===== src/core/lcdc_defines.svh =====
`ifndef LCDC_DEFINES_SVH
`define LCDC_DEFINES_SVH

// Command codes.
`define LCDC_CMD_DISP_OFF    8'h58
`define LCDC_CMD_DISP_ON     8'h59
`define LCDC_CMD_CSR_ADDR    8'h46
`define LCDC_CMD_CURSOR_SHAPE_COMMAND    8'h5D
`define LCDC_CMD_DIR_MASK    8'hFC
`define LCDC_CMD_DIR_BASE    8'h4C
`define LCDC_CMD_MEM_WRITE   8'h42

// Register indices as the command set addresses them.
`define LCDC_REG_DISP_EN     8'h09
`define LCDC_REG_ATTR        8'h0A
`define LCDC_REG_CSR_WIDTH   8'h15
`define LCDC_REG_CSR_HEIGHT  8'h16
`define LCDC_REG_CURSOR_DIRECTION_COMMAND     8'h17
`define LCDC_REG_CSR_LOW     8'h1C
`define LCDC_REG_CSR_HIGH    8'h1D

// Field positions.
`define LCDC_DISP_EN_BIT     0
`define LCDC_FLASH_LSB       0
`define LCDC_BLK1_LSB        2
`define LCDC_BLK24_LSB       4
`define LCDC_BLK3_LSB        6
`define LCDC_SHAPE_BIT       7

// Reset values.
`define LCDC_RESET_BYTE      8'h00
`define LCDC_RESET_ADDR      16'h0000

// Address step for vertical cursor moves, one display line of memory.
`define LCDC_ROW_PITCH       16'h0080

// Cursor flash timing: 2 Hz blink, half period in milliseconds.
`define LCDC_CLK_KHZ         20000
`define LCDC_FLASH_HALF_MS   250
`define LCDC_FLASH_HALF_CYC  (`LCDC_FLASH_HALF_MS * `LCDC_CLK_KHZ)

`endif


===== src/core/lcdc_pkg.sv =====
package lcdc_pkg;

  // Command interpreter states.
  typedef enum logic [2:0] {
    ST_IDLE   = 3'b000,
    ST_DISP   = 3'b001,
    ST_ADDR_L = 3'b010,
    ST_ADDR_H = 3'b011,
    ST_FORM_W = 3'b100,
    ST_FORM_H = 3'b101,
    ST_MEMORY_WRITE_COMMAND = 3'b110,
    ST_IGNORE = 3'b111
  } lcdc_state_e;

  // Cursor auto-advance directions.
  typedef enum logic [1:0] {
    DIR_RIGHT = 2'b00,
    DIR_LEFT  = 2'b01,
    DIR_UP    = 2'b10,
    DIR_DOWN  = 2'b11
  } lcdc_dir_e;

  // Cursor flash field encodings.
  typedef enum logic [1:0] {
    FLASH_OFF    = 2'b00,
    FLASH_STEADY = 2'b01,
    FLASH_2HZ    = 2'b10,
    FLASH_1HZ    = 2'b11
  } lcdc_flash_e;

endpackage


===== src/core/lcdc_cmd.sv =====
`timescale 1ns/10ps
`include "lcdc_defines.svh"

// Behaviour
// - 58h turns display off, 59h on.
// - Parameter bits 1-0 select cursor flash.
// - Parameter bits 3-2 gate block one.
// - Parameter bits 5-4 gate blocks two, four.
// - Parameter bits 7-6 gate block three.
// - 46h loads cursor address, low then high.
// - 5Dh first parameter nibble is width minus one.
// - Second parameter nibble is height minus one.
// - Second parameter bit 7 selects block cursor.
// - Direction command low bits set advance direction.
// - 42h writes bytes, cursor advances after each.

module lcdc_cmd #(
  parameter int unsigned FLASH_HALF_CYCLES = `LCDC_FLASH_HALF_CYC
) (
  input  wire logic        sys_clk_in,          // System clock, 20 MHz.
  input  wire logic        reset_n_in,          // Asynchronous reset, active low.
  input  wire logic [7:0]  host_data_in,        // Host data bus pins.
  input  wire logic        host_cmd_in,         // High marks a command byte.
  input  wire logic        host_wr_n_in,        // Host write strobe, active low.
  output logic             display_on_out,      // Display enable bit.
  output logic [1:0]       cursor_flash_out,    // Cursor flash field.
  output logic [1:0]       block_one_out,       // First screen block attribute.
  output logic [1:0]       block_two_four_out,  // Second and fourth block attribute.
  output logic [1:0]       block_three_out,     // Third screen block attribute.
  output logic [3:0]       cursor_width_out,    // Cursor width minus one.
  output logic [3:0]       cursor_height_out,   // Cursor height minus one.
  output logic             cursor_block_out,    // High for block cursor.
  output logic [1:0]       cursor_dir_out,      // Auto-advance direction.
  output logic [15:0]      cursor_addr_out,     // Current cursor address.
  output logic             cursor_visible_out,  // Cursor shown this instant.
  output logic             mem_we_out,          // Display memory write pulse.
  output logic [15:0]      mem_addr_out,        // Display memory write address.
  output logic [7:0]       mem_data_out         // Display memory write data.
);

  // ----------------------------------------------------------------
  // Pin synchronisers
  // ----------------------------------------------------------------

  logic [7:0] data_s1_reg;
  logic [7:0] data_s2_reg;
  logic       cmd_s1_reg;
  logic       cmd_s2_reg;
  logic       wr_s1_reg;
  logic       wr_s2_reg;
  logic       wr_s3_reg;
  logic       byte_strobe;
  logic [7:0] data_s1_next;
  logic [7:0] data_s2_next;
  logic       cmd_s1_next;
  logic       cmd_s2_next;
  logic       wr_s1_next;
  logic       wr_s2_next;
  logic       wr_s3_next;

  // Shifts each pin one stage further; the third strobe stage only feeds edge detection.
  // Logic reads only the second stage, since the first may still be settling.
  always_comb begin
    data_s1_next = host_data_in;
    data_s2_next = data_s1_reg;
    cmd_s1_next  = host_cmd_in;
    cmd_s2_next  = cmd_s1_reg;
    wr_s1_next   = host_wr_n_in;
    wr_s2_next   = wr_s1_reg;
    wr_s3_next   = wr_s2_reg;
  end

  // Registers the synchroniser stages.
  always_ff @(posedge sys_clk_in or negedge reset_n_in) begin
    if (!reset_n_in) begin
      data_s1_reg <= 8'h00;
      data_s2_reg <= 8'h00;
      cmd_s1_reg  <= 1'b0;
      cmd_s2_reg  <= 1'b0;
      wr_s1_reg   <= 1'b1;
      wr_s2_reg   <= 1'b1;
      wr_s3_reg   <= 1'b1;
    end else begin
      data_s1_reg <= data_s1_next;
      data_s2_reg <= data_s2_next;
      cmd_s1_reg  <= cmd_s1_next;
      cmd_s2_reg  <= cmd_s2_next;
      wr_s1_reg   <= wr_s1_next;
      wr_s2_reg   <= wr_s2_next;
      wr_s3_reg   <= wr_s3_next;
    end
  end

  // A byte is taken when the synchronised strobe rises, the end of the write.
  // Taking it on release leaves the data pins the whole strobe low time to settle first.
  assign byte_strobe = wr_s2_reg & ~wr_s3_reg;

  // ----------------------------------------------------------------
  // Command interpreter
  // ----------------------------------------------------------------

  lcdc_pkg::lcdc_state_e state_reg;
  lcdc_pkg::lcdc_state_e state_next;
  logic [7:0]            disp_en_reg;
  logic [7:0]            disp_en_next;
  logic [7:0]            attr_reg;
  logic [7:0]            attr_next;
  logic [7:0]            width_reg;
  logic [7:0]            width_next;
  logic [7:0]            height_reg;
  logic [7:0]            height_next;
  logic [7:0]            dir_reg;
  logic [7:0]            dir_next;
  logic [15:0]           addr_reg;
  logic [15:0]           addr_next;
  logic                  we_reg;
  logic                  we_next;
  logic [15:0]           waddr_reg;
  logic [15:0]           waddr_next;
  logic [7:0]            wdata_reg;
  logic [7:0]            wdata_next;
  logic [15:0]           addr_step;

  // Address after one memory write, following the selected direction.
  always_comb begin
    case (lcdc_pkg::lcdc_dir_e'(dir_reg[1:0]))
      lcdc_pkg::DIR_RIGHT: addr_step = addr_reg + 16'h0001;
      lcdc_pkg::DIR_LEFT:  addr_step = addr_reg - 16'h0001;
      lcdc_pkg::DIR_UP:    addr_step = addr_reg - `LCDC_ROW_PITCH;
      lcdc_pkg::DIR_DOWN:  addr_step = addr_reg + `LCDC_ROW_PITCH;
      default:             addr_step = addr_reg;
    endcase
  end

  // Decodes command bytes and routes parameter bytes into registers.
  always_comb begin
    state_next   = state_reg;
    disp_en_next = disp_en_reg;
    attr_next    = attr_reg;
    width_next   = width_reg;
    height_next  = height_reg;
    dir_next     = dir_reg;
    addr_next    = addr_reg;
    // The memory write strobe lasts a single clock.
    we_next      = 1'b0;
    waddr_next   = waddr_reg;
    wdata_next   = wdata_reg;
    if (byte_strobe && cmd_s2_reg) begin
      // Any command byte closes the previous parameter stream.
      state_next = lcdc_pkg::ST_IGNORE;
      if (data_s2_reg == `LCDC_CMD_DISP_OFF || data_s2_reg == `LCDC_CMD_DISP_ON) begin
        disp_en_next[`LCDC_DISP_EN_BIT] = data_s2_reg[0];
        state_next = lcdc_pkg::ST_DISP;
      end else if (data_s2_reg == `LCDC_CMD_CSR_ADDR) begin
        state_next = lcdc_pkg::ST_ADDR_L;
      end else if (data_s2_reg == `LCDC_CMD_CURSOR_SHAPE_COMMAND) begin
        state_next = lcdc_pkg::ST_FORM_W;
      end else if ((data_s2_reg & `LCDC_CMD_DIR_MASK) == `LCDC_CMD_DIR_BASE) begin
        dir_next   = {6'h00, data_s2_reg[1:0]};
        state_next = lcdc_pkg::ST_IGNORE;
      end else if (data_s2_reg == `LCDC_CMD_MEM_WRITE) begin
        state_next = lcdc_pkg::ST_MEMORY_WRITE_COMMAND;
      end
    end else if (byte_strobe) begin
      case (state_reg)
        lcdc_pkg::ST_DISP: begin
          attr_next  = data_s2_reg;
          state_next = lcdc_pkg::ST_IGNORE;
        end
        lcdc_pkg::ST_ADDR_L: begin
          addr_next  = {addr_reg[15:8], data_s2_reg};
          state_next = lcdc_pkg::ST_ADDR_H;
        end
        lcdc_pkg::ST_ADDR_H: begin
          addr_next  = {data_s2_reg, addr_reg[7:0]};
          state_next = lcdc_pkg::ST_IGNORE;
        end
        lcdc_pkg::ST_FORM_W: begin
          width_next = {4'h0, data_s2_reg[3:0]};
          state_next = lcdc_pkg::ST_FORM_H;
        end
        lcdc_pkg::ST_FORM_H: begin
          height_next = {data_s2_reg[7], 3'h0, data_s2_reg[3:0]};
          state_next  = lcdc_pkg::ST_IGNORE;
        end
        lcdc_pkg::ST_MEMORY_WRITE_COMMAND: begin
          we_next    = 1'b1;
          waddr_next = addr_reg;
          wdata_next = data_s2_reg;
          addr_next  = addr_step;
        end
        // Parameters with no open command, or beyond its count, are dropped.
        lcdc_pkg::ST_IDLE,
        lcdc_pkg::ST_IGNORE: begin
          state_next = lcdc_pkg::ST_IGNORE;
        end
        default: begin
          state_next = lcdc_pkg::ST_IGNORE;
        end
      endcase
    end
  end

  // Registers the interpreter state and the command registers.
  always_ff @(posedge sys_clk_in or negedge reset_n_in) begin
    if (!reset_n_in) begin
      state_reg   <= lcdc_pkg::ST_IDLE;
      disp_en_reg <= `LCDC_RESET_BYTE;
      attr_reg    <= `LCDC_RESET_BYTE;
      width_reg   <= `LCDC_RESET_BYTE;
      height_reg  <= `LCDC_RESET_BYTE;
      dir_reg     <= `LCDC_RESET_BYTE;
      addr_reg    <= `LCDC_RESET_ADDR;
      we_reg      <= 1'b0;
      waddr_reg   <= `LCDC_RESET_ADDR;
      wdata_reg   <= `LCDC_RESET_BYTE;
    end else begin
      state_reg   <= state_next;
      disp_en_reg <= disp_en_next;
      attr_reg    <= attr_next;
      width_reg   <= width_next;
      height_reg  <= height_next;
      dir_reg     <= dir_next;
      addr_reg    <= addr_next;
      we_reg      <= we_next;
      waddr_reg   <= waddr_next;
      wdata_reg   <= wdata_next;
    end
  end

  // ----------------------------------------------------------------
  // Cursor flash timing
  // ----------------------------------------------------------------

  logic [31:0] flash_cnt_reg;
  logic [31:0] flash_cnt_next;
  logic        phase_fast_reg;
  logic        phase_fast_next;
  logic        phase_slow_reg;
  logic        phase_slow_next;
  logic        visible_reg;
  logic        visible_next;

  // Toggles the 2 Hz phase every half period; the slow phase halves it.
  always_comb begin
    flash_cnt_next  = flash_cnt_reg + 32'h1;
    phase_fast_next = phase_fast_reg;
    phase_slow_next = phase_slow_reg;
    if (flash_cnt_reg >= 32'(FLASH_HALF_CYCLES - 1)) begin
      flash_cnt_next  = 32'h0;
      phase_fast_next = ~phase_fast_reg;
      phase_slow_next = phase_slow_reg ^ phase_fast_reg;
    end
    case (lcdc_pkg::lcdc_flash_e'(attr_reg[`LCDC_FLASH_LSB +: 2]))
      lcdc_pkg::FLASH_OFF:    visible_next = 1'b0;
      lcdc_pkg::FLASH_STEADY: visible_next = 1'b1;
      lcdc_pkg::FLASH_2HZ:    visible_next = phase_fast_reg;
      lcdc_pkg::FLASH_1HZ:    visible_next = phase_slow_reg;
      default:                visible_next = 1'b0;
    endcase
    visible_next = visible_next & disp_en_reg[`LCDC_DISP_EN_BIT];
  end

  // Registers the flash counter, phases and visibility.
  always_ff @(posedge sys_clk_in or negedge reset_n_in) begin
    if (!reset_n_in) begin
      flash_cnt_reg  <= 32'h0;
      phase_fast_reg <= 1'b1;
      phase_slow_reg <= 1'b1;
      visible_reg    <= 1'b0;
    end else begin
      flash_cnt_reg  <= flash_cnt_next;
      phase_fast_reg <= phase_fast_next;
      phase_slow_reg <= phase_slow_next;
      visible_reg    <= visible_next;
    end
  end

  // ----------------------------------------------------------------
  // Outputs
  // ----------------------------------------------------------------

  // Every output is a register or a fixed slice of one.
  assign display_on_out     = disp_en_reg[`LCDC_DISP_EN_BIT];
  assign cursor_flash_out   = attr_reg[`LCDC_FLASH_LSB +: 2];
  assign block_one_out      = attr_reg[`LCDC_BLK1_LSB +: 2];
  assign block_two_four_out = attr_reg[`LCDC_BLK24_LSB +: 2];
  assign block_three_out    = attr_reg[`LCDC_BLK3_LSB +: 2];
  assign cursor_width_out   = width_reg[3:0];
  assign cursor_height_out  = height_reg[3:0];
  assign cursor_block_out   = height_reg[`LCDC_SHAPE_BIT];
  assign cursor_dir_out     = dir_reg[1:0];
  assign cursor_addr_out    = addr_reg;
  assign cursor_visible_out = visible_reg;
  assign mem_we_out         = we_reg;
  assign mem_addr_out       = waddr_reg;
  assign mem_data_out       = wdata_reg;

endmodule


===== config.mk =====
export PLATFORM = sky130hd
export DESIGN_NAME = lcdc_cmd
export DESIGN_NICKNAME = d
export VERILOG_FILES = /design/src/core/lcdc_pkg.sv /design/src/core/lcdc_cmd.sv
export VERILOG_INCLUDE_DIRS = /design/src /design/src/core
export SDC_FILE = /design/constraint.sdc
export NUM_CORES = 1
export LEC_CHECK = 0
export BUFFER_PORTS_ARGS = -buffer_cell sky130_fd_sc_hd__buf_2
export CAP_MARGIN = 30
export CORE_UTILIZATION = 51
export CTS_CLUSTER_DIAMETER = 200
export DETAILED_ROUTE_END_ITERATION = 8
export PLACE_DENSITY = 0.79
export SYNTH_ARGS = -nofsm -noshare
export SYNTH_HDL_FRONTEND = slang
export SYNTH_SLANG_ARGS = --single-unit

===== constraint.sdc =====
create_clock -name sys_clk_in -period 3 [get_ports sys_clk_in]
set_input_delay 0.6 -clock sys_clk_in [delete_from_list [all_inputs] [get_ports sys_clk_in]]
set_output_delay 0.6 -clock sys_clk_in [all_outputs]
set_load 0.01 [all_outputs]

==> impl_results.md, run 1 <==
- Status: finished clean
- Post-CTS Setup Bufs: 0
- Routed vias: 4746
- Skew-Pair Late Insertion Delay: 0.52 ns
- First-pass GRT wire length: 23000 um
- Nets@finish: 691
- Crit path max fanout: 12
- Number of synthesized flops with an enable pin: 0
- Met1 usage: 32.9%
- Ant. Diodes: 0
- Sw Share: 24.2%
- Pre-CTS setup slack: 0.461 ns
- # DRC: 0
- Total GRT Usage: 26.2%
- Fin. max-slew vios: 0
- Vias/cell: 5.77
- Die Wd: 108 um
- Crit path to: cursor_addr_out[14]$_DFFE_PN0P_
- Crit Path Category: reg2reg
- CTS Buffer Depth: 2
- Worst hold path type: in2async
- Post-cts sizing count: 0
- Final Hold Fails: 0
- Layout cells sized above 1: 21.4%
- Buffers on Ports: 73
- WP data required: 3.39 ns
- Startpoint Class: flip-flop
- Max_slew headroom: 44.0%
- Leak pwr: 3.28 nW
- Final setup vio count: 0
- Flop pwr share: 43.3%
- Max Clock Freq: 0.385 GHz
- Actual slew at the worst max-slew pin: 0.833 ns
- Num rows: 38
- Core area: 10900 sq um
- Routed length per instance: 17.1 um
- Clk slew on worst S/H paths: 0.06 ns
- Power density over cell area: 605 nW/um^2
- Ranking of synthesized cells by area: dfrtp_1, nand2_1, mux2_2
- Peak VDD IR: 0.421 mV
- Post-route ant nets: 0
- Unrepaired setup endpoints after global routing: false
- Synth top area share: 50.4%
- Reg2Reg Setup Slack: 0.40 ns
- Num CTS Buffers: 17
- Die area: 11600 sq um
- Commonest non-fill, non-tap cell in the layout: dfrtp_1
- DRT iter0 DRCs: 366
- Post-synth ARST share: 100%
- Post-synth cell types: 64
- Predominant post-synthesis flop cell: dfrtp_1
- Sequential cell area fraction in the yosys report: 52.7%
- Pre-antenna DRT Iters: 5
- P_sw: 999 uW
- Total Wirelength: 14100 um
- Met3 GRT Util: 7.32%
- Critical path data arrival time: 2.99 ns
- Commonest non-fill, non-tap cells in the layout: dfrtp_1, nand2_1, buf_2, nor2_1, o21ai_0
- CTS Sinks: 120
- Clock power share: 49.4%
- Antenna violations before repair: 0
- CP endpoint kind: flip-flop
- R2r startpoint: dir_reg[1]$_DFFE_PN0P_
- CTS tree: built
- DP Wirelength: 9440 um
- Post-Syn Area: 5710 sq um
- Max-Cap Viols: 0
- Worst Skew: 0.0144 ns
- Setup ws final: 0.400 ns
- Final worst path period share: 86.7%
- Syn. warnings: 0
- RR Endpoint: cursor_addr_out[14]$_DFFE_PN0P_
- Grt ovf: 0
- Tot Pwr: 4.13 mW
- Met2 Usage GRT: 42.3%
- Comb power frac: 7.3%
- Initial Util: 52.4%
- Critical path origin: dir_reg[1]$_DFFE_PN0P_
- Post-Synthesis Cells: 591
- Ports: 74
- Post-layout minimum cycle time: 2.60 ns
- GP Congestion: 0.912
- Reg2Reg Depth: 9
- Gr busiest metal: met2
- Clock Tree Root: clkbuf_8
- Number of H-tree levels: 4
- Die height: 108 um
- Syn_area_per_cell: 9.66 sq um
- # hold bufs at CTS: 0
- Area leader, netlist: dfrtp_1
- Largest net degree at the start of global routing: 54
- Vias in the first global route: 4631
- Setup_tns: 0 ns
- Area Overhead vs Synth: 19.6%
- P_int: 3.13 mW
- Fillers: 901
- Number of flip-flops in the largest register: 32
- Synthesized flop and latch total: 120
==> per-layer routing <==
layer,routed length (um),share of wire (%)
met4,345,2.5
met1,5920,42
met5,0,0
met3,939,6.7
met2,6860,49
==> per-stage QoR <==
step	instance area [sq um]	hold WS [ns]	std cells	util [%]
4_1_cts	6830	0.0911	822	62.7
3_3_place_gp	6230	0.331	790	57.2
3_5_place_dp	6230	0.336	790	57.2
6_report	6830	0.0818	822	62.7
5_1_grt	6830	0.111	822	62.7
2_1_floorplan	5740	0.304	599	-
==> power groups by stage <==
| stage | clock, mW | combinational, mW | sequential, mW |
|---|---|---|---|
| global placement | 0 | 0.291 | 1.81 |
| floorplan | 0 | 0.189 | 1.78 |
| detailed placement | 0 | 0.299 | 1.81 |
| finish | 2.04 | 0.299 | 1.79 |
| CTS | 2.07 | 0.301 | 1.79 |
| global route | 2.14 | 0.336 | 1.80 |
==> area by class of cell <==
| type | instances | area [sq um] | area share, % |
|---|---|---|---|
| clock buffer | 21 | 449 | 6.58 |
| clock inverter | 11 | 148 | 2.16 |
| inverter | 10 | 37.5 | 0.550 |
| multi-input combinational | 438 | 2560 | 37.5 |
| sequential | 120 | 3010 | 44.1 |
| tap | 140 | 175 | 2.57 |
| timing repair buffer | 82 | 448 | 6.56 |
==> synth_stat cells, drive strengths merged, types with 3 or more instances <==
library cell,n
or2,3
a21oi,21
nand3,23
o21ai,43
mux2,19
and3,11
ha,9
xor2,16
or4,3
inv,10
o311ai,3
dfrtp,115
o31ai,3
and2,5
buf,8
a22oi,4
nor3,22
nor4b,3
nand2b,5
nor2,50
or3,6
dfstp,5
clkbuf,23
o21bai,3
and4,4
xnor2,15
nor2b,5
nand4,7
a31oi,6
mux2i,3
nand2,107
nor4,3
==> cells by family (layout without fill, tap and decap cells) <==
group | count (synthesis) | in the layout | synth area share, %
AOI/OAI and AO/OA | 102 | 102 | 11.0
adders and majority gates | 10 | 10 | 2.32
and+or+nand+nor | 264 | 264 | 21.9
muxes | 22 | 22 | 4.27
DFF | 120 | 120 | 52.7
xor gates and xnor gates | 31 | 31 | 4.76
other | 1 | 9 | 0.0657
buffers and inverters | 41 | 124 | 2.98
==> worst max-delay path, stage by stage, from the launching register on <==
cell and delay, ns:
dfrtp_1 0.54, nand2_1 0.28, ha_1 0.46, nand3_1 0.11, o211ai_1 0.26, nor3_1 0.07
o21bai_1 0.17, xnor2_1 0.14, nor3_1 0.07, or3_1 0.38
==> how the worst min path moves through the flow <==
| stage | end | slack (ns) | cells past startpoint |
|---|---|---|---|
| after global placement | data_s2_reg[2]$_DFF_PN0_ | 0.33 | 0 |
| after global routing | mem_addr_out[4]$_DFFE_PN0P_ | 0.11 | 1 |
| after CTS | mem_addr_out[4]$_DFFE_PN0P_ | 0.09 | 1 |
| after detailed placement | data_s2_reg[7]$_DFF_PN0_ | 0.34 | 0 |
| final | mem_addr_out[4]$_DFFE_PN0P_ | 0.08 | 1 |
| after floorplan | attr_reg[0]$_DFFE_PN0P_ | 0.30 | 0 |
(Power assumes the default switching activity.)
==> inputs of run 2 (changes only) <==
--- a/config.mk
+++ b/config.mk
@@ -9,6 +9,7 @@
 export BUFFER_PORTS_ARGS = -buffer_cell sky130_fd_sc_hd__buf_2
 export CAP_MARGIN = 30
 export CORE_UTILIZATION = 51
+export CTS_BUF_LIST = sky130_fd_sc_hd__clkbuf_8
 export CTS_CLUSTER_DIAMETER = 200
 export DETAILED_ROUTE_END_ITERATION = 8
 export PLACE_DENSITY = 0.79
==> impl_results.md, run 2 (synthesis gave the netlist of run 1 again) <==
- Vias in the first global route: 4565 (-1.4%)
- Crit path max-delay cell type: dfrtp_1
- Worst Skew: 0.00938 ns (-0.00498 ns)
- Post-layout minimum cycle time: 2.59 ns (-0.00519 ns)
- Total GRT Usage: 25.6% (-0.57 points)
- Die Wd: 108 um (unchanged)
- Die height: 108 um (unchanged)
- Critical path data arrival time: 2.89 ns (-0.10 ns)
- Post-Route Utilization: 61.0% (-1.7 points)
- Pre-CTS setup slack: 0.461 ns (unchanged)
- Nets@finish: 691 (unchanged)
- GP Congestion: 0.912 (unchanged)
- Reg2Reg Setup Slack: 0.41 ns (about the same)
- Commonest non-fill, non-tap cell in the layout: dfrtp_1
- DP Wirelength: 9440 um (unchanged)
- Ports: 74 (unchanged)
- Post-cts sizing count: 0 (unchanged)
- Antenna violations before repair: 0 (unchanged)
- Reg area: 3010 sq um (unchanged)
- Finished Layout Cells: 822 (unchanged)
- Setup_tns: 0 ns (unchanged)
- Crit Path Category: reg2reg
- Clk slew on worst S/H paths: 0.07 ns (about the same)
- Crit path max fanout: 12 (unchanged)
- WP data required: 3.30 ns (-0.09 ns)
- Area Overhead vs Synth: 16.4%
- Total Wirelength: 13700 um (-2.5%)
- DP Cell Count: 790 (unchanged)
- Buffers on Ports: 73 (unchanged)
- Actual slew at the worst max-slew pin: 0.842 ns (+0.00949 ns)
- Die area: 11600 sq um (unchanged)
- Grt ovf: 0 (unchanged)
- Final setup vio count: 0 (unchanged)
- Finished Cell Area: 6650 sq um (-2.6%)
- Post-route ant nets: 0 (unchanged)
- Peak VDD IR: 0.371 mV (-12%)
- Worst hold path type: in2async
- # DRC: 0 (unchanged)
- Worst Path Buf+Inv: 0 (unchanged)
- Core area: 10900 sq um (unchanged)
- Skew-Pair Late Insertion Delay: 0.43 ns (-0.09 ns)
- First-pass GRT wire length: 22500 um (-2.0%)
- Final Hold Fails: 0 (unchanged)
- Num CTS Buffers: 17 (unchanged)
- Tot Pwr: 3.59 mW (-13%)
- Num rows: 38 (unchanged)
- Max_slew headroom: 43.4% (-0.64 points)
- Vias/cell: 5.70 (-1.3%)
- Clock Tree Root: clkbuf_8
- Number of flip-flops in the largest register: 32 (unchanged)
- Critical path, cell by cell: nand2b_1, xnor2_1, ha_1, and4_1, nand3_1, nor4b_1, a31oi_1, xor2_1, nor3_1, or3_1
- CP endpoint kind: flip-flop
- Layout cells sized above 1: 21.4% (unchanged)
- DRT iter0 DRCs: 342 (-6.6%)
- Number of H-tree levels: 4 (unchanged)
- Largest net degree at the start of global routing: 54 (unchanged)
- Fin. max-slew vios: 0 (unchanged)
- CTS Buffer Depth: 2 (unchanged)
- Routed vias: 4683 (-1.3%)
- Ant. Diodes: 0 (unchanged)
- Fillers: 923 (+2.4%)
- Power density over cell area: 541 nW/um^2 (-11%)
- Status: finished clean
- Setup ws final: 0.405 ns (+0.00519 ns)
- # hold bufs at CTS: 0 (unchanged)
- Placement Cell Area: 6230 sq um (unchanged)
- Commonest non-fill, non-tap cells in the layout: dfrtp_1, nand2_1, buf_2, nor2_1, o21ai_0
- Max-Cap Viols: 0 (unchanged)
- Leak pwr: 3.21 nW (-2.3%)
- Final worst path period share: 86.5% (-0.17 points)
- Pre-antenna DRT Iters: 5 (unchanged)
- Max Clock Freq: 0.385 GHz (+0.20%)
- Initial Util: 52.4% (unchanged)
- Startpoint Class: flip-flop
- Post-CTS Setup Bufs: 0 (unchanged)
- Critical path's top delay family: simple AND/OR/NAND/NOR gates
- Multi-input logic area: 2560 sq um (unchanged)
- Max incr delay on CP: 0.50 ns (-0.04 ns)
- Final hold slack: 0.159 ns (+0.0769 ns)
- Routed length per instance: 16.7 um (-2.5%)
- Unrepaired setup endpoints after global routing: false
- CTS tree: built
- CTS Sinks: 120 (unchanged)
==> run 2: changes by cell type in the layout (fill, tap and decap cells not counted), sizes merged <==
| cell | delta |
|---|---|
| inv | +2 |
| clkbuf | -2 |
==> run 2: worst paths after layout <==
path                                                   end                     start  depth (start not counted)
max                        cursor_addr_out[14]$_DFFE_PN0P_    dir_reg[1]$_DFFE_PN0P_                         10
min                            mem_addr_out[4]$_DFFE_PN0P_                reset_n_in                          1
max reg2reg                cursor_addr_out[14]$_DFFE_PN0P_    dir_reg[1]$_DFFE_PN0P_                         10
min reg2reg                       data_s2_reg[6]$_DFF_PN0_  data_s1_reg[6]$_DFF_PN0_                          0
max in group asynchronous       flash_cnt_reg[5]$_DFF_PN0_                reset_n_in                          2
min in group sys_clk_in                wr_s1_reg$_DFF_PN1_              host_wr_n_in                          1
==> run 2: final cells by class <==
| type | instances | share of cell area [%] |
|---|---|---|
| tap | 140 | 2.64 |
| clock buffer | 19 | 3.93 |
| inverter | 10 | 0.565 |
| sequential | 120 | 45.3 |
| clock inverter | 13 | 2.33 |
| multi-input combinational | 438 | 38.5 |
| timing repair buffer | 82 | 6.74 |
==> run 2: worst register-to-register path, stage by stage (launching register included) <==
cell and delay [ns]:
dfrtp_1 0.50, nand2b_1 0.23, xnor2_1 0.15, ha_1 0.22, and4_1 0.25, nand3_1 0.12
nor4b_1 0.34, a31oi_1 0.10, xor2_1 0.16, nor3_1 0.06, or3_1 0.33
==> run 2: metal layers <==
layer	global-route usage, %	wire, um
met3	5.69	915
met2	42.1	6740
met4	10.7	311
met5	0	0
met1	32.8	5740
==> run 2: report_power, final <==
part           leakage (nW)  switching (mW)  internal, mW
logic                  1.43           0.173         0.126
registers              1.57          0.0938          1.69
clock network         0.206           0.650         0.858
==> inputs of run 3 (changes only) <==
--- a/config.mk
+++ b/config.mk
@@ -6,13 +6,14 @@
 export SDC_FILE = /design/constraint.sdc
 export NUM_CORES = 1
 export LEC_CHECK = 0
+export ABC_AREA = 1
 export BUFFER_PORTS_ARGS = -buffer_cell sky130_fd_sc_hd__buf_2
 export CAP_MARGIN = 30
 export CORE_UTILIZATION = 51
 export CTS_BUF_LIST = sky130_fd_sc_hd__clkbuf_8
 export CTS_CLUSTER_DIAMETER = 200
 export DETAILED_ROUTE_END_ITERATION = 8
-export PLACE_DENSITY = 0.79
+export PLACE_DENSITY = 0.78
 export SYNTH_ARGS = -nofsm -noshare
 export SYNTH_HDL_FRONTEND = slang
 export SYNTH_SLANG_ARGS = --single-unit
==> impl_results.md, run 3 <==
- Pre-CTS setup slack: 0.777 ns (+0.316 ns)
- CTS Buffer Depth: 2 (unchanged)
- # hold bufs at CTS: 0 (unchanged)
- Fillers: 1038 (+12%)
- Post-route ant nets: 0 (unchanged)
- Num CTS Buffers: 17 (unchanged)
- Peak VDD IR: 0.359 mV (-3.2%)
- Vias/cell: 5.42 (-4.9%)
- Post-Syn Area: 6140 sq um (+7.6%)
- Number of H-tree levels: 4 (unchanged)
- Layout cells sized above 1: 20.5% (-0.90 points)
- Commonest non-fill, non-tap cell in the layout: nand2_1
- Area Overhead vs Synth: 14.1%
- Post-CTS Setup Bufs: 0 (unchanged)
- DRT iter0 DRCs: 344 (+0.58%)
- Die area: 12500 sq um (+7.4%)
- Routed length per instance: 15.0 um (-10%)
- Skew-Pair Late Insertion Delay: 0.44 ns (about the same)
- Final hold slack: 0.143 ns (-0.0156 ns)
- Syn_area_per_cell: 8.40 sq um (-13%)
- CTS Sinks: 120 (unchanged)
- Number of synthesized flops with an enable pin: 0 (unchanged)
- Setup_tns: 0 ns (unchanged)
- Clock Tree Root: clkbuf_8
- Routed vias: 5292 (+13%)
- Crit Path Category: reg2reg
- Unrepaired setup endpoints after global routing: false
- DP Wirelength: 10600 um (+12%)
- Tot Pwr: 4.24 mW (+18%)
- Antenna violations before repair: 0 (unchanged)
- Crit path max fanout: 8 (-4)
- Ant. Diodes: 0 (unchanged)
- Max-Cap Viols: 0 (unchanged)
- Post-layout minimum cycle time: 2.26 ns (-0.332 ns)
- Setup ws final: 0.737 ns (+0.332 ns)
- Grt ovf: 0 (unchanged)
- Power density over cell area: 605 nW/um^2 (+12%)
- Leak pwr: 3.52 nW (+9.8%)
- Core area: 11600 sq um (+6.2%)
- Failing checks: DRC
- R2r startpoint: cursor_addr_out[7]$_DFFE_PN0P_
- Predominant post-synthesis flop cell: dfrtp_1
- Post-Synthesis Cells: 731 (+24%)
- Area leader, netlist: dfrtp_1
- Ports: 74 (unchanged)
- Die Wd: 112 um (+3.7%)
- Actual slew at the worst max-slew pin: 0.718 ns (-0.124 ns)
- Largest net degree at the start of global routing: 48 (-11%)
- Reg area: 3010 sq um (unchanged)
- Max_slew headroom: 52.0% (+8.6 points)
- Syn. warnings: 0 (unchanged)
- Worst hold path type: in2async
- Nets@finish: 844 (+22%)
- Die height: 112 um (+3.7%)
- Clk slew on worst S/H paths: 0.07 ns (about the same)
- Commonest non-fill, non-tap cells in the layout: nand2_1, dfrtp_1, inv_1, buf_2, nor2_1
- Fin. max-slew vios: 0 (unchanged)
- WP data required: 3.34 ns (+0.04 ns)
- Ranking of synthesized cells by area: dfrtp_1, nand2_1, inv_1
- Status: finished with violations
- GP Congestion: 0.944 (+3.5%)
- Pre-antenna DRT Iters: 8 (+3)
- First-pass GRT wire length: 24700 um (+9.6%)
- Final Hold Fails: 0 (unchanged)
- Buffers on Ports: 73 (unchanged)
- Post-cts sizing count: 0 (unchanged)
- Critical path data arrival time: 2.60 ns (-0.29 ns)
- Count leader, synth: nand2_1
- Multi-input logic area: 2730 sq um (+6.7%)
- Num rows: 39 (+2.6%)
- Final worst path period share: 75.4% (-11 points)
- Total Wirelength: 14700 um (+7.0%)
- Startpoint Class: flip-flop
- Vias in the first global route: 5071 (+11%)
- Critical path origin: cursor_addr_out[7]$_DFFE_PN0P_
- Initial Util: 53.1% (+0.67 points)
- # DRC: 5 (+5)
- Synthesized flop and latch total: 120 (unchanged)
- Total GRT Usage: 25.5% (-0.16 points)
- Final setup vio count: 0 (unchanged)
- Max Clock Freq: 0.442 GHz (+15%)
- Post-synth cell types: 46 (-28%)
- Sequential cell area fraction in the yosys report: 49.0% (-3.7 points)
- Synth top area share: 46.9% (-3.6 points)
- Number of flip-flops in the largest register: 32 (unchanged)
- Worst Skew: 0.0110 ns (+0.00163 ns)
- Synth top cells by count: nand2_1, dfrtp_1, inv_1, nor2_1, o21ai_0
- Post-synth ARST share: 100% (unchanged)
- CP endpoint kind: flip-flop
- CTS tree: built
## run 3: cell types whose count changed after synthesis, sizes merged, moves of 10 or more
cell,previous run,this run
a21oi,21,43
and3,11,0
clkbuf,23,2
inv,10,85
mux2,19,0
nand2,107,183
nand3,23,46
nor2,50,78
nor3,22,12
o21ai,43,59
xnor2,15,4
## run 3: logic make-up (layout without fill, tap and decap cells)
group,after synthesis,in the layout,share of synthesized area [%]
simple gates,345,345,26.1
compound gates,131,131,12.4
flops,120,120,49.0
buf+inv,101,196,7.01
xor+xnor,23,23,3.28
fa+ha+maj,10,10,2.16
other cells,1,9,0.0611
## run 3: final timing paths
| kind | to | slack, ns | cells past startpoint |
|---|---|---|---|
| max | cursor_addr_out[15]$_DFFE_PN0P_ | 0.74 | 10 |
| min | flash_cnt_reg[2]$_DFF_PN0_ | 0.14 | 1 |
| max reg2reg | cursor_addr_out[15]$_DFFE_PN0P_ | 0.74 | 10 |
| min reg2reg | data_s2_reg[3]$_DFF_PN0_ | 0.35 | 0 |
| max in group asynchronous | wr_s1_reg$_DFF_PN1_ | 2.18 | 2 |
| min in group sys_clk_in | wr_s1_reg$_DFF_PN1_ | 0.26 | 1 |
## run 3: per-stage QoR
stage / cells / area, sq um / utilization, %
global placement: 946 / 6670 / 57.7
floorplan: 739 / 6170 / -
CTS: 977 / 7010 / 60.6
finish: 977 / 7010 / 60.6
global route: 977 / 7010 / 60.6
detailed placement: 946 / 6670 / 57.7
## run 3: area by class of cell
| type | instances | share of cell area, % |
|---|---|---|
| Multi-Input combinational cell | 518 | 39.0 |
| Sequential cell | 120 | 42.9 |
| Timing Repair Buffer | 79 | 6.07 |
| Tap cell | 143 | 2.55 |
| Clock buffer | 20 | 3.93 |
| Clock inverter | 11 | 0.857 |
| Inverter | 86 | 4.68 |
## run 3: worst max-delay path, cell delays in order, from the launching register on
cell and delay (ns):
dfrtp_1 0.43, clkinv_1 0.29, fa_1 0.55, o21ai_0 0.28, nand4_1 0.15, nand3_1 0.10, nand2_1 0.04, o21ai_0 0.14
inv_1 0.05, nand2_1 0.07, a21oi_2 0.05
## run 3: where the power goes
| group | internal [mW] | total (mW) | switching [mW] | leakage, nW |
|---|---|---|---|---|
| registers | 1.77 | 1.93 | 0.160 | 1.55 |
| logic | 0.382 | 1.07 | 0.689 | 1.79 |
| clock network | 0.614 | 1.24 | 0.626 | 0.184 |
| total | 2.76 | 4.24 | 1.47 | 3.52 |
## run 3: layer usage
layer	vias up	GRT usage [%]	wire, um
li1	2569	-	-
met2	184	39.4	6770
met4	0	10.6	358
met1	2511	34.4	6650
met3	28	6.31	898
met5	-	0	0
